### config.mk
export PLATFORM = sky130hd
export DESIGN_NAME = cfgst_ctrl
export DESIGN_NICKNAME = d
export VERILOG_FILES = /design/src/hw/cfgst_pkg.sv /design/src/hw/cfgst_ctrl.sv
export SDC_FILE = /design/constraint.sdc
export NUM_CORES = 1
export LEC_CHECK = 0
export BUFFER_PORTS_ARGS = -buffer_cell sky130_fd_sc_hd__buf_2
export CORE_MARGIN = 2
export CORE_UTILIZATION = 50
export DETAILED_ROUTE_END_ITERATION = 10
export PLACE_DENSITY = 0.76
export SYNTH_ARGS = -nofsm -noshare
export SYNTH_HDL_FRONTEND = slang
export SYNTH_SLANG_ARGS = --single-unit
### constraint.sdc
create_clock -name clock_i -period 6 [get_ports clock_i]
set_input_delay 0.3 -clock clock_i [delete_from_list [all_inputs] [get_ports clock_i]]
set_output_delay 0.3 -clock clock_i [all_outputs]
set_load 0.1 [all_outputs]
### src/hw/cfgst_pkg.sv
package cfgst_pkg;
    localparam int ADDR_W = 12;
    localparam int NV_AW = 10;
    localparam logic [11:0] STATUS_SEL_REG = 12'h01d;
    localparam int STATUS_SEL_BIT = 7;
    localparam logic [11:0] REG_PROGRESS = 12'hb00;
    localparam logic [11:0] REG_DATA_ERROR = 12'hb01;
    localparam logic [11:0] REG_STORE_CONTROL = 12'hb02;
    localparam logic [11:0] REG_SAVE_START = 12'hb03;
    localparam int PROGRESS_BIT = 0;
    localparam int ERROR_BIT = 0;
    localparam int WR_ENABLE_BIT = 0;
    localparam int SOFT_LOAD_BIT = 1;
    localparam int SAVE_START_BIT = 0;
    localparam logic WR_ENABLE_RESET = 1'b0;
    localparam logic [11:0] SEG_FIRST = 12'ha00;
    localparam logic [11:0] SEG_LAST = 12'haff;
    localparam int CMD_OPCODE_BIT = 7;
    localparam logic [7:0] OP_UPDATE = 8'h80;
    localparam logic [7:0] OP_END = 8'hff;
    localparam logic [1:0] PH_CMD = 2'h0;
    localparam logic [1:0] PH_AHI = 2'h1;
    localparam logic [1:0] PH_ALO = 2'h2;
    localparam real CLK_NS = 20.0;
    localparam real GAP_US = 10.0;
    localparam int GAP_CYC = int'((GAP_US * 1000.0 + CLK_NS - 1.0) / CLK_NS);

    typedef enum logic [3:0] {
        ST_IDLE, ST_FETCH, ST_FETCHW, ST_SRC, ST_SRCW, ST_DST, ST_DONE
    } cfgst_state_t;
endpackage

### src/hw/cfgst_ctrl.sv
`timescale 1ns/1ps
`default_nettype none
module cfgst_ctrl import cfgst_pkg::*; (
    input wire logic clock_i,
    input wire logic rst_n_i,
    input wire logic [11:0] reg_addr_i,
    input wire logic reg_wr_i,
    input wire logic [7:0] reg_wdata_i,
    output logic [7:0] reg_rdata_o,
    input wire logic status_sel_i,
    output logic status_o,
    input wire logic store_sel_i,
    output logic soft_reset_o,
    output logic update_o,
    output logic [11:0] buf_addr_o,
    output logic buf_rd_o,
    input wire logic [7:0] buf_rdata_i,
    output logic buf_wr_o,
    output logic [7:0] buf_wdata_o,
    output logic nv_req_o,
    output logic nv_we_o,
    output logic [9:0] nv_addr_o,
    output logic [7:0] nv_wdata_o,
    input wire logic nv_ack_i,
    input wire logic [7:0] nv_rdata_i,
    input wire logic nv_err_i
);
    typedef struct packed {
        cfgst_state_t st;
        logic save;
        logic wr_en;
        logic err;
        logic [1:0] phase;
        logic [11:0] seg_ptr;
        logic [6:0] cnt;
        logic [11:0] dptr;
        logic [9:0] nv_ptr;
        logic [7:0] data;
        logic [7:0] rdata;
        logic [2:0] sel_sync;
        logic sel_lvl;
        logic soft_rst;
        logic upd;
    } cfgst_regs_t;

    cfgst_regs_t s_r;
    cfgst_regs_t s_nxt;
    logic busy;
    logic sel_low;
    logic is_save_wr;
    logic is_load_wr;

    assign busy = (s_r.st != ST_IDLE);
    // Pin level only moves once the second and third stages agree
    assign sel_low = !s_r.sel_lvl;
    assign is_save_wr = reg_wr_i && reg_addr_i == REG_SAVE_START
        && reg_wdata_i[SAVE_START_BIT];
    assign is_load_wr = reg_wr_i && reg_addr_i == REG_STORE_CONTROL
        && reg_wdata_i[SOFT_LOAD_BIT];

    always_comb begin
        s_nxt = s_r;
        s_nxt.soft_rst = 1'b0;
        s_nxt.upd = 1'b0;
        s_nxt.sel_sync = {s_r.sel_sync[1:0], store_sel_i};
        if (s_r.sel_sync[1] == s_r.sel_sync[2]) begin
            s_nxt.sel_lvl = s_r.sel_sync[2];
        end
        if (reg_wr_i && reg_addr_i == REG_STORE_CONTROL) begin
            s_nxt.wr_en = reg_wdata_i[WR_ENABLE_BIT];
        end
        if (reg_addr_i == REG_PROGRESS) begin
            s_nxt.rdata = {7'h00, busy};
        end else if (reg_addr_i == REG_DATA_ERROR) begin
            s_nxt.rdata = {7'h00, s_r.err};
        end else if (reg_addr_i == REG_STORE_CONTROL) begin
            // Soft load bit self-clears, so it always reads back 0
            s_nxt.rdata = {7'h00, s_r.wr_en};
        end else if (reg_addr_i == REG_SAVE_START) begin
            s_nxt.rdata = {7'h00, busy && s_r.save};
        end else begin
            s_nxt.rdata = 8'h00;
        end
        case (s_r.st)
            ST_IDLE: begin
                // Requests during a transfer are dropped, not queued
                if (is_save_wr && s_r.wr_en) begin
                    s_nxt.save = 1'b1;
                    s_nxt.st = ST_FETCH;
                end else if (is_load_wr && sel_low) begin
                    s_nxt.save = 1'b0;
                    s_nxt.soft_rst = 1'b1;
                    s_nxt.st = ST_FETCH;
                end
                s_nxt.seg_ptr = SEG_FIRST;
                s_nxt.phase = PH_CMD;
                s_nxt.nv_ptr = 10'h000;
                if (s_nxt.st == ST_FETCH) begin
                    s_nxt.err = 1'b0;
                end
            end
            ST_FETCH: begin
                s_nxt.st = ST_FETCHW;
            end
            ST_FETCHW: begin
                s_nxt.data = buf_rdata_i;
                s_nxt.seg_ptr = s_r.seg_ptr + 12'h001;
                s_nxt.st = ST_FETCH;
                if (s_r.phase == PH_CMD) begin
                    if (!buf_rdata_i[CMD_OPCODE_BIT]) begin
                        s_nxt.cnt = buf_rdata_i[6:0];
                        s_nxt.phase = PH_AHI;
                    end else if (buf_rdata_i == OP_END) begin
                        s_nxt.st = ST_DONE;
                    end else if (buf_rdata_i == OP_UPDATE) begin
                        s_nxt.upd = 1'b1;
                    end
                end else if (s_r.phase == PH_AHI) begin
                    s_nxt.dptr = {buf_rdata_i[3:0], 8'h00};
                    s_nxt.phase = PH_ALO;
                end else begin
                    s_nxt.dptr = {s_r.dptr[11:8], buf_rdata_i};
                    s_nxt.phase = PH_CMD;
                    s_nxt.st = ST_SRC;
                end
                // Segment ran out without an end order: flag and stop
                if (s_r.seg_ptr == SEG_LAST && s_nxt.st == ST_FETCH) begin
                    s_nxt.err = 1'b1;
                    s_nxt.st = ST_DONE;
                end
            end
            ST_SRC: begin
                if (s_r.save) begin
                    s_nxt.st = ST_SRCW;
                end else if (nv_ack_i) begin
                    s_nxt.data = nv_rdata_i;
                    s_nxt.err = s_r.err | nv_err_i;
                    s_nxt.st = ST_DST;
                end
            end
            ST_SRCW: begin
                s_nxt.data = buf_rdata_i;
                s_nxt.st = ST_DST;
            end
            ST_DST: begin
                if (!s_r.save || nv_ack_i) begin
                    if (s_r.save) begin
                        s_nxt.err = s_r.err | nv_err_i;
                    end
                    s_nxt.nv_ptr = s_r.nv_ptr + 10'h001;
                    s_nxt.dptr = s_r.dptr + 12'h001;
                    s_nxt.cnt = s_r.cnt - 7'h01;
                    s_nxt.st = (s_r.cnt == 7'h00) ? ST_FETCH : ST_SRC;
                end
            end
            ST_DONE: begin
                s_nxt.save = 1'b0;
                s_nxt.st = ST_IDLE;
            end
            default: begin
                s_nxt.st = ST_IDLE;
            end
        endcase
    end

    always_ff @(posedge clock_i or negedge rst_n_i) begin
        if (!rst_n_i) begin
            // Select pin starts high so no load slips in before it settles
            s_r <= '{st: ST_IDLE, wr_en: WR_ENABLE_RESET, seg_ptr: SEG_FIRST,
                sel_sync: 3'h7, sel_lvl: 1'h1, default: '0};
        end else begin
            s_r <= s_nxt;
        end
    end

    assign reg_rdata_o = s_r.rdata;
    assign status_o = status_sel_i && busy;
    assign soft_reset_o = s_r.soft_rst;
    assign update_o = s_r.upd;
    assign buf_rd_o = (s_r.st == ST_FETCH) || (s_r.st == ST_SRC && s_r.save);
    assign buf_addr_o = (s_r.st == ST_FETCH) ? s_r.seg_ptr : s_r.dptr;
    assign buf_wr_o = (s_r.st == ST_DST) && !s_r.save;
    assign buf_wdata_o = s_r.data;
    assign nv_req_o = (s_r.st == ST_DST && s_r.save)
        || (s_r.st == ST_SRC && !s_r.save);
    // Store writes only happen on a save, which protection already gates
    assign nv_we_o = s_r.save && s_r.st == ST_DST;
    assign nv_addr_o = s_r.nv_ptr;
    assign nv_wdata_o = s_r.data;
endmodule
`default_nettype wire

==> flow_summary_export.csv, run 1 <==
group,metric,value,unit
run_status,status,"complete, no violations",
routing,routed_wl,9520,µm
setup_path,crit_arrival,3.13,ns
setup_path,endpoint_kind,"output port",
setup_path,critPathSlowestCell,"nand3b_1",
synthesis,syn-mean-instance-area,8.96,µm²
power_and_ir_drop,peakVddDrop,0.000108,V
placed_design,io_buffer_count,82,
die,design.core.area,7810,µm²
timing,maxClockFrequency,0.292,GHz
routing,dr.first_iter.drc_count,193,
timing,layout_worst_path_cycle_share,0.571,
final_layout,synthToLayoutAreaGrowth,11.3,%
routing,via_per_inst,5.85,
final_layout,final_area,4510,µm²
setup_path,cp_max_fo,33,
global_routing,grt_pass1_vias,3350,
power_and_ir_drop,finalPower,1.15,mW
global_routing,grt-ovfl-total,0,
clock_tree,max-clock-path-buffers,2,
global_routing,grtUsageMet2,0.364,
timing,fin_setup_tns,0,ns
synthesis,syn_area,4050,µm²
timing,hold_viol,0,
placed_design,dpl-instance-area,4280,µm²
placed_design,preCtsSetupSlack,2.96,ns
global_routing,busiest_layer,"met2",
flow_run,drv_cap,0,
placed_design,gp_congestion,0.889,
timing,rsz0062_at_grt,"false",
die,die_x,94.0,µm
final_layout,diodes,0,
clock_tree,clkLatencyLatePin,0.34,ns
placed_design,place_hpwl,6810,µm
routing,first_pass_iters,5,
setup_path,startpoint,"s_r[69]$_DFFE_PN0P_",
global_routing,grtUsageTotal,0.224,
synthesis,synth-main-ff-cell,"dfrtp_1",
timing,relSlewSlack,0.208,
global_routing,grt_pass1_wl,15700,µm
setup_path,timing.rr.start,"s_r[69]$_DFFE_PN0P_",
power_and_ir_drop,p_leak,2.10,nW
final_layout,drive_above_1_share,0.266,
timing,final_max_slew_viol_count,0,
setup_path,crit_buf_inv,1,
global_routing,met1_usage,0.291,
global_routing,antenna_found_initial,0,
clock_tree,cts_buffers,9,
die,die_h,94.0,µm
synthesis,synth.distinct_cells,66,
synthesis,ys_warn_count,0,
global_routing,grt_start_max_net_pins,66,
clock_tree,cts_resized,0,
final_layout,final.fill_count,718,
die,die_area,8840,µm²
routing,via_count,3539,
synthesis,syn_inst,452,
timing,clock_skew,0.00784,ns
synthesis,yosys_register_bits,65,
die,start_util,0.519,
die,pin_count,96,
setup_path,crit_path_cell_trace,"nor2b_1, nand3b_1, nor2_1, buf_2",
placed_design,place_inst,589,
setup_path,crit_path_max_incr_delay,0.88,ns
synthesis,synth_edf_count,0,
timing,final.setup.worst_slack,2.57,ns
clock_tree,clkSinkCount,65,
final_layout,finish.utilization,0.578,
min_path,hold_class,"in -> reg",
synthesis,ys_async_sr_fraction,1.00,
routing,drc,0,
min_path,hold_start,"store_sel_i",
setup_path,worst_path_dominant_cell_family,"simple AND/OR/NAND/NOR gates",
timing,period_needed,3.43,ns
synthesis,ys_seq_area_frac,0.403,
setup_path,crit_path_start_kind,"register",
clock_tree,cts_max_level,3,
final_layout,multi_input_area,2060,µm²
clock_tree,cts_hold_buf,0,
clock_tree,clk_pin_slew_worst_paths,0.07,ns
final_layout,instances_no_fill,605,
timing,finalSetupViolCount,0,
timing,hold-worst-slack,0.0532,ns
timing,worst_slew_pin_slew,1.18,ns
final_layout,finalNetCount,546,
routing,wire_per_inst,15.7,µm
clock_tree,cts_tree,"yes",
die,num_rows,32,
setup_path,crit_type,"reg -> out",
routing,postRouteAntennaNets,0,
power_and_ir_drop,powerDensity,255,nW/µm²
clock_tree,cts_setup_buffers,0,
final_layout,ff_latch_area,1630,µm²
setup_path,required,5.70,ns
global_routing,gr-usage-met3,0.0546,
clock_tree,cts_root_buffer,"clkbuf_8",
## synthesized netlist by cell type (all sizes together) (7+ instances only)
library cell | count | area share
a22o | 7 | 0.015
nor3 | 13 | 0.016
o21ai | 39 | 0.049
inv | 10 | 0.0093
mux2i | 9 | 0.022
nor2b | 8 | 0.012
a21oi | 36 | 0.045
dfrtp | 59 | 0.36
mux2 | 13 | 0.036
nor2 | 32 | 0.032
clkbuf | 13 | 0.012
nand2 | 42 | 0.039
nand3 | 17 | 0.021
a31oi | 11 | 0.017
buf | 42 | 0.073
## flip-flops by register name (all words and copies together) (netlist names)
signal / flops
s_nxt: 2
buf_wdata_o: 8
soft_reset_o: 1
update_o: 1
nv_addr_o: 10
reg_rdata_o: 1
s_r: 42
## report_power, final
| group | switching (mW) | internal [mW] |
|---|---|---|
| combinational | 0.211 | 0.0407 |
| sequential | 0.0147 | 0.455 |
| clock | 0.175 | 0.255 |
## layout make-up
| class | instances | share of cell area |
|---|---|---|
| Inverter | 10 | 0.00832 |
| Clock inverter | 5 | 0.0172 |
| Multi-Input combinational cell | 329 | 0.458 |
| Clock buffer | 11 | 0.0336 |
| Timing Repair Buffer | 83 | 0.0927 |
| Tap cell | 102 | 0.0283 |
| Sequential cell | 65 | 0.362 |
## metal layers
| metal | routed length, µm | vias to the layer above |
|---|---|---|
| li1 | - | 1694 |
| met1 | 4200 | 1692 |
| met2 | 4510 | 132 |
| met3 | 639 | 21 |
| met4 | 173 | 0 |
| met5 | 0 | - |
## placed cells by master, fill, tap and decap left out, drive strengths merged, types with 6 or more instances in the layout
cell type,instances
nor3,13
mux2,13
clkbuf,11
nand2b,6
nor2,32
mux2i,9
nor2b,8
a21oi,36
dfrtp,59
o21ai,39
a21o,6
a31oi,11
nand2,42
nand3,17
nand4,6
buf,83
inv,10
dfstp,6
conb,8
a22o,7
## cells by family (layout without fill, tap and decap cells)
logic type,Yosys count,after routing,share of synthesized area
simple gates,164,164,0.220
compound gates,123,123,0.189
flops,65,65,0.403
buf+inv,65,109,0.0939
mux,23,23,0.0639
fa+ha+maj,6,6,0.0179
xor+xnor,5,5,0.0108
other cells,1,8,0.000926
## worst paths after layout
| check | to | slack (ns) | depth (start not counted) |
|---|---|---|---|
| hold / removal | s_nxt[4]$_DFF_PN1_ | 0.05 | 1 |
| min in group asynchronous | nv_addr_o[9]$_DFFE_PN0P_ | 0.12 | 2 |
| hold reg to reg | s_nxt[5]$_DFF_PN1_ | 0.36 | 0 |
| max in group asynchronous | s_r[39]$_DFFE_PN0P_ | 5.34 | 2 |
| setup / recovery | buf_wr_o | 2.57 | 4 |
| setup reg to reg | s_r[36]$_DFFE_PN0P_ | 3.06 | 5 |
No activity file was read; power rests on OpenSTA's default activity.
==> run 2, diff against run 1 <==
clock period = 3.2 ns   (was 6 ns; I/O delays follow)
==> run 2 against run 1 <==
The run now ends with negative hold slack left. Global-route usage rose by 1.2 points. Core utilization increased by 0.63 points. Largest power group unchanged. Clock power up 77%. Non-clock buffer count rose by 7. Sequential share of layout area fell by 0.39 points.
==> flow_summary_export.csv, run 2 (synthesis results as in run 1) <==
group,metric,value,unit
clock_tree,cts_setup_buffers,0,
final_layout,top_register,"s_r",
clock_tree,clkLatencyLatePin,0.35,ns
final_layout,finalNetCount,553,
power_and_ir_drop,internal-power,1.38,mW
setup_path,crit_buf_inv,3,
setup_path,startpoint,"s_r[69]$_DFFE_PN0P_",
die,die_area,8840,µm²
die,num_rows,32,
setup_path,critPathSlowestCell,"dfrtp_1",
final_layout,mostFrequentLayoutCells,"buf_2 (82), dfrtp_1 (59), nand2_1 (42), o21ai_0 (35), a21oi_1 (35)",
global_routing,grt_pass1_wl,16400,µm
final_layout,final_common_cell,"buf_2",
timing,hold_viol,9,
setup_path,required,3.04,ns
final_layout,diodes,0,
placed_design,place_hpwl,7050,µm
die,die_x,94.0,µm
clock_tree,cts_buffers,9,
global_routing,grt-ovfl-total,0,
die,start_util,0.519,
setup_path,crit_type,"reg -> out",
power_and_ir_drop,powerDensity,464,nW/µm²
routing,routed_wl,9790,µm
final_layout,drive_above_1_share,0.275,
global_routing,antenna_found_initial,0,
clock_tree,clkSinkCount,65,
setup_path,crit_path_max_incr_delay,0.52,ns
power_and_ir_drop,pwr-share-seq,0.417,
routing,postRouteAntennaNets,0,
final_layout,finish.utilization,0.584,
timing,finalSetupViolCount,0,
timing,fin_setup_tns,0,ns
power_and_ir_drop,p_comb_frac,0.224,
timing,rsz0062_at_grt,"false",
timing,hold-worst-slack,-0.0228,ns
power_and_ir_drop,p_leak,2.13,nW
routing,via_per_inst,5.84,
timing,final_max_slew_viol_count,0,
final_layout,synthToLayoutAreaGrowth,12.5,%
routing,wire_per_inst,16.0,µm
setup_path,worst_path_dominant_cell_family,"buffers and inverters",
clock_tree,cts_hold_buf,1,
setup_path,cp_max_fo,33,
placed_design,gp_congestion,0.901,
timing,clock_skew,0.00751,ns
setup_path,timing.rr.start,"s_r[68]$_DFFE_PN0P_",
global_routing,grt_start_max_net_pins,66,
final_layout,final_area,4560,µm²
die,die_h,94.0,µm
setup_path,crit_path_start_kind,"register",
timing,worst_slew_pin_slew,0.918,ns
run_status,violations,"negative hold slack",
timing,maxClockFrequency,0.377,GHz
timing,period_needed,2.66,ns
setup_path,crit_path_cell_trace,"buf_4, nor2b_1, nand3b_1, buf_4, nor2_1, buf_2",
power_and_ir_drop,peakVddDrop,0.000244,V
clock_tree,clk_pin_slew_worst_paths,0.07,ns
clock_tree,max-clock-path-buffers,2,
routing,via_count,3574,
run_status,status,"finished with violations",
flow_run,drv_cap,0,
routing,drc,0,
timing,layout_worst_path_cycle_share,0.830,
placed_design,dpl-instance-area,4330,µm²
power_and_ir_drop,switching_share,0.350,
global_routing,grtUsageTotal,0.236,
setup_path,endpoint_kind,"output port",
final_layout,instances_no_fill,612,
min_path,hold_class,"in -> async",
routing,dr.first_iter.drc_count,211,
die,design.core.area,7810,µm²
power_and_ir_drop,switchingPower,740,µW
setup_path,path_common_cell,"buf_4",
routing,first_pass_iters,6,
placed_design,place_inst,595,
clock_tree,cts_root_buffer,"clkbuf_8",
final_layout,largest_register_ff_count,42,
setup_path,crit_arrival,2.50,ns
clock_tree,cts_resized,0,
global_routing,grt_pass1_vias,3356,
die,pin_count,96,
placed_design,io_buffer_count,82,
clock_tree,cts_tree,"yes",
timing,relSlewSlack,0.387,
clock_tree,cts_max_level,3,
power_and_ir_drop,clockPowerShare,0.360,
[run 2: area by class of cell]
type	instances	area [µm²]
Sequential cell	65	1630
Timing Repair Buffer	90	473
Multi-Input combinational cell	329	2070
Inverter	10	37.5
Fill cell	723	3250
Tap cell	102	128
Clock inverter	2	35.0
Clock buffer	14	183
[run 2: worst paths after layout]
kind                                                  to  slack (ns)  cells past startpoint
min in group clock_i            reg_rdata_o[0]$_DFF_PN0_        0.07                      3
worst min-delay path            nv_addr_o[9]$_DFFE_PN0P_       -0.02                      2
max in group asynchronous            s_r[66]$_DFFE_PN0N_        2.67                      2
worst max register to register       s_r[43]$_DFFE_PN0P_        0.69                      5
worst max-delay path                            buf_wr_o        0.54                      6
worst min register to register        s_nxt[5]$_DFF_PN1_        0.36                      0
[run 2: power groups by stage]
stage | combinational, mW | clock (mW) | sequential [mW]
2_1_floorplan | 0.427 | 0 | 0.887
3_3_place_gp | 0.470 | 0 | 0.894
3_5_place_dp | 0.475 | 0 | 0.896
4_1_cts | 0.476 | 0.778 | 0.881
5_1_grt | 0.496 | 0.812 | 0.884
6_report | 0.473 | 0.761 | 0.881
[run 2: routing by layer]
metal	GRT usage	wire length, µm	up-vias
li1	-	-	1711
met1	0.327	4300	1702
met2	0.371	4600	143
met3	0.0602	747	18
met4	0.0628	138	0
met5	0	0	-
[run 2: worst reg2reg max path, stage by stage (launching register included)]
cell and delay (ns):
dfrtp_1 0.72, and4bb_2 0.66, nand2_1 0.25, o21ai_1 0.37, o21ai_0 0.19, a22o_1 0.21
[run 2: metrics by stage]
stage | worst slack (ns) | total power [mW] | hold WS (ns)
6_report | 0.545 | 2.12 | -0.0228
5_1_grt | 0.365 | 2.19 | 0.0639
4_1_cts | 0.561 | 2.13 | 0.0208
3_5_place_dp | 0.753 | 1.37 | 0.269
3_3_place_gp | 0.881 | 1.36 | 0.269
2_1_floorplan | 0.444 | 1.31 | -0.136
==> run 3, diff against run 2 <==
CORE_UTILIZATION = 49   (was 50)
PLACE_DENSITY = 0.78   (was 0.76)
clock period = 2.4 ns   (was 3.2 ns; I/O delays follow)
==> run 3 against run 2 <==
The flow now finishes without violations. Wire length hardly changed. Final area is 6.3% higher. Largest power group unchanged. Hold slack better by 0.053 ns. Critical path type unchanged. Flip-flop and latch count stayed put. Global-route usage is 0.95 points lower.
==> flow_summary_export.csv, run 3 (synthesis results as in run 1) <==
group,metric,value,unit
global_routing,grt-ovfl-total,0,
clock_tree,cts_buffers,9,
die,design.core.area,8130,µm²
power_and_ir_drop,peakVddDrop,0.000363,V
timing,hold_viol,0,
die,pin_count,96,
routing,wire_per_inst,15.8,µm
die,start_util,0.498,
final_layout,largest_register_ff_count,42,
timing,period_needed,2.19,ns
global_routing,grt_pass1_vias,3372,
die,die_x,94.9,µm
setup_path,crit_path_cell_trace,"nor2b_1, a22oi_1, nor3b_2, buf_2",
placed_design,place_hpwl,7050,µm
min_path,hold_start,"reg_wdata_i[0]",
setup_path,r2r_end,"s_r[43]$_DFFE_PN0P_",
routing,via_per_inst,5.76,
clock_tree,cts_tree,"yes",
final_layout,instances_no_fill,621,
final_layout,finish.utilization,0.596,
timing,hold-worst-slack,0.0298,ns
timing,relSlewSlack,0.390,
final_layout,mostFrequentLayoutCells,"buf_2 (69), dfrtp_1 (59), nand2_1 (42), o21ai_0 (35), a21oi_1 (35)",
setup_path,rr_worst_depth,5,
timing,clock_skew,0.00438,ns
routing,via_count,3580,
final_layout,top_register,"s_r",
clock_tree,clkSinkCount,65,
flow_run,drv_cap,0,
final_layout,final.fill_count,695,
final_layout,diodes,0,
timing,rsz0062_at_grt,"false",
final_layout,drive_above_1_share,0.287,
setup_path,critPathSlowestCell,"dfrtp_1",
final_layout,final_area,4850,µm²
global_routing,grt_start_max_net_pins,36,
setup_path,worst_path_dominant_cell_family,"flip-flops",
routing,postRouteAntennaNets,0,
placed_design,gp_congestion,0.843,
setup_path,required,2.28,ns
setup_path,crit_path_start_kind,"register",
routing,routed_wl,9780,µm
timing,final.setup.worst_slack,0.213,ns
setup_path,r2r_setup_slack,0.31,ns
placed_design,place_inst,603,
power_and_ir_drop,powerDensity,617,nW/µm²
setup_path,crit_type,"reg -> out",
setup_path,crit_path_max_incr_delay,0.59,ns
setup_path,cp_num_cells,4,
setup_path,crit_arrival,2.07,ns
timing,fin_setup_tns,0,ns
final_layout,synthToLayoutAreaGrowth,19.6,%
power_and_ir_drop,p_leak,2.22,nW
setup_path,endpoint_kind,"output port",
min_path,hold_depth,2,
routing,first_pass_iters,4,
setup_path,cp_max_fo,11,
setup_path,crit_buf_inv,1,
routing,dr.first_iter.drc_count,186,
die,die_area,9010,µm²
setup_path,timing.rr.start,"s_r[69]$_DFFE_PN0P_",
routing,drc,0,
placed_design,preCtsSetupSlack,0.351,ns
power_and_ir_drop,finalPower,2.99,mW
clock_tree,clkLatencyLatePin,0.34,ns
clock_tree,cts_root_buffer,"clkbuf_8",
timing,finalSetupViolCount,0,
min_path,min_to,"s_r[66]$_DFFE_PN0N_",
global_routing,grtUsageTotal,0.227,
global_routing,grt_pass1_wl,16000,µm
timing,worst_slew_pin_slew,0.913,ns
timing,layout_worst_path_cycle_share,0.911,
final_layout,final_common_cell,"buf_2",
die,num_rows,33,
placed_design,dpl-instance-area,4580,µm²
die,die_h,94.9,µm
min_path,hold_class,"in -> reg",
clock_tree,cts_max_level,3,
clock_tree,max-clock-path-buffers,2,
global_routing,antenna_found_initial,0,
placed_design,io_buffer_count,82,
timing,maxClockFrequency,0.457,GHz
run_status,status,"complete, no violations",
clock_tree,clk_pin_slew_worst_paths,0.07,ns
timing,final_max_slew_viol_count,0,
final_layout,finalNetCount,559,
## run 3: worst max-delay path by stage
stage	startpoint	to
after floorplan	s_r[69]$_DFFE_PN0P_	buf_addr_o[4]
after global placement	s_r[70]$_DFFE_PN0P_	reg_rdata_o[0]$_DFF_PN0_
after detailed placement	s_r[70]$_DFFE_PN0P_	reg_rdata_o[0]$_DFF_PN0_
after CTS	s_r[69]$_DFFE_PN0P_	nv_req_o
after global routing	s_r[68]$_DFFE_PN0P_	buf_addr_o[9]
final	s_r[69]$_DFFE_PN0P_	nv_req_o
## run 3: power breakdown
| group | total (mW) | leakage (nW) | switching [mW] | internal (mW) |
|---|---|---|---|---|
| Clock | 1.14 | 0.115 | 0.446 | 0.689 |
| Combinational | 0.681 | 1.25 | 0.539 | 0.142 |
| Sequential | 1.17 | 0.850 | 0.0353 | 1.14 |
## run 3: what timing repair did
item | in CTS | in global routing
hold buffers | 2 | 0
setup buffers | 0 | 0
gates resized for setup | 0 | 1
endpoints found under the hold margin | 25 | 0
setup endpoints to repair | 0 | 1
## run 3: cell type report
class / instances / area (µm²) / area share
Clock buffer: 9 / 124 / 0.0256
Clock inverter: 7 / 119 / 0.0245
Inverter: 10 / 37.5 / 0.00774
Multi-Input combinational cell: 329 / 2070 / 0.428
Sequential cell: 65 / 1630 / 0.337
Tap cell: 105 / 131 / 0.0271
Timing Repair Buffer: 96 / 728 / 0.150
## run 3: metal layers
metal | part of all wire | vias up | track usage
met5 | 0 | - | 0
met4 | 0.013 | 0 | 0.0761
met3 | 0.075 | 13 | 0.0503
met2 | 0.47 | 162 | 0.355
met1 | 0.44 | 1693 | 0.312
li1 | - | 1712 | -
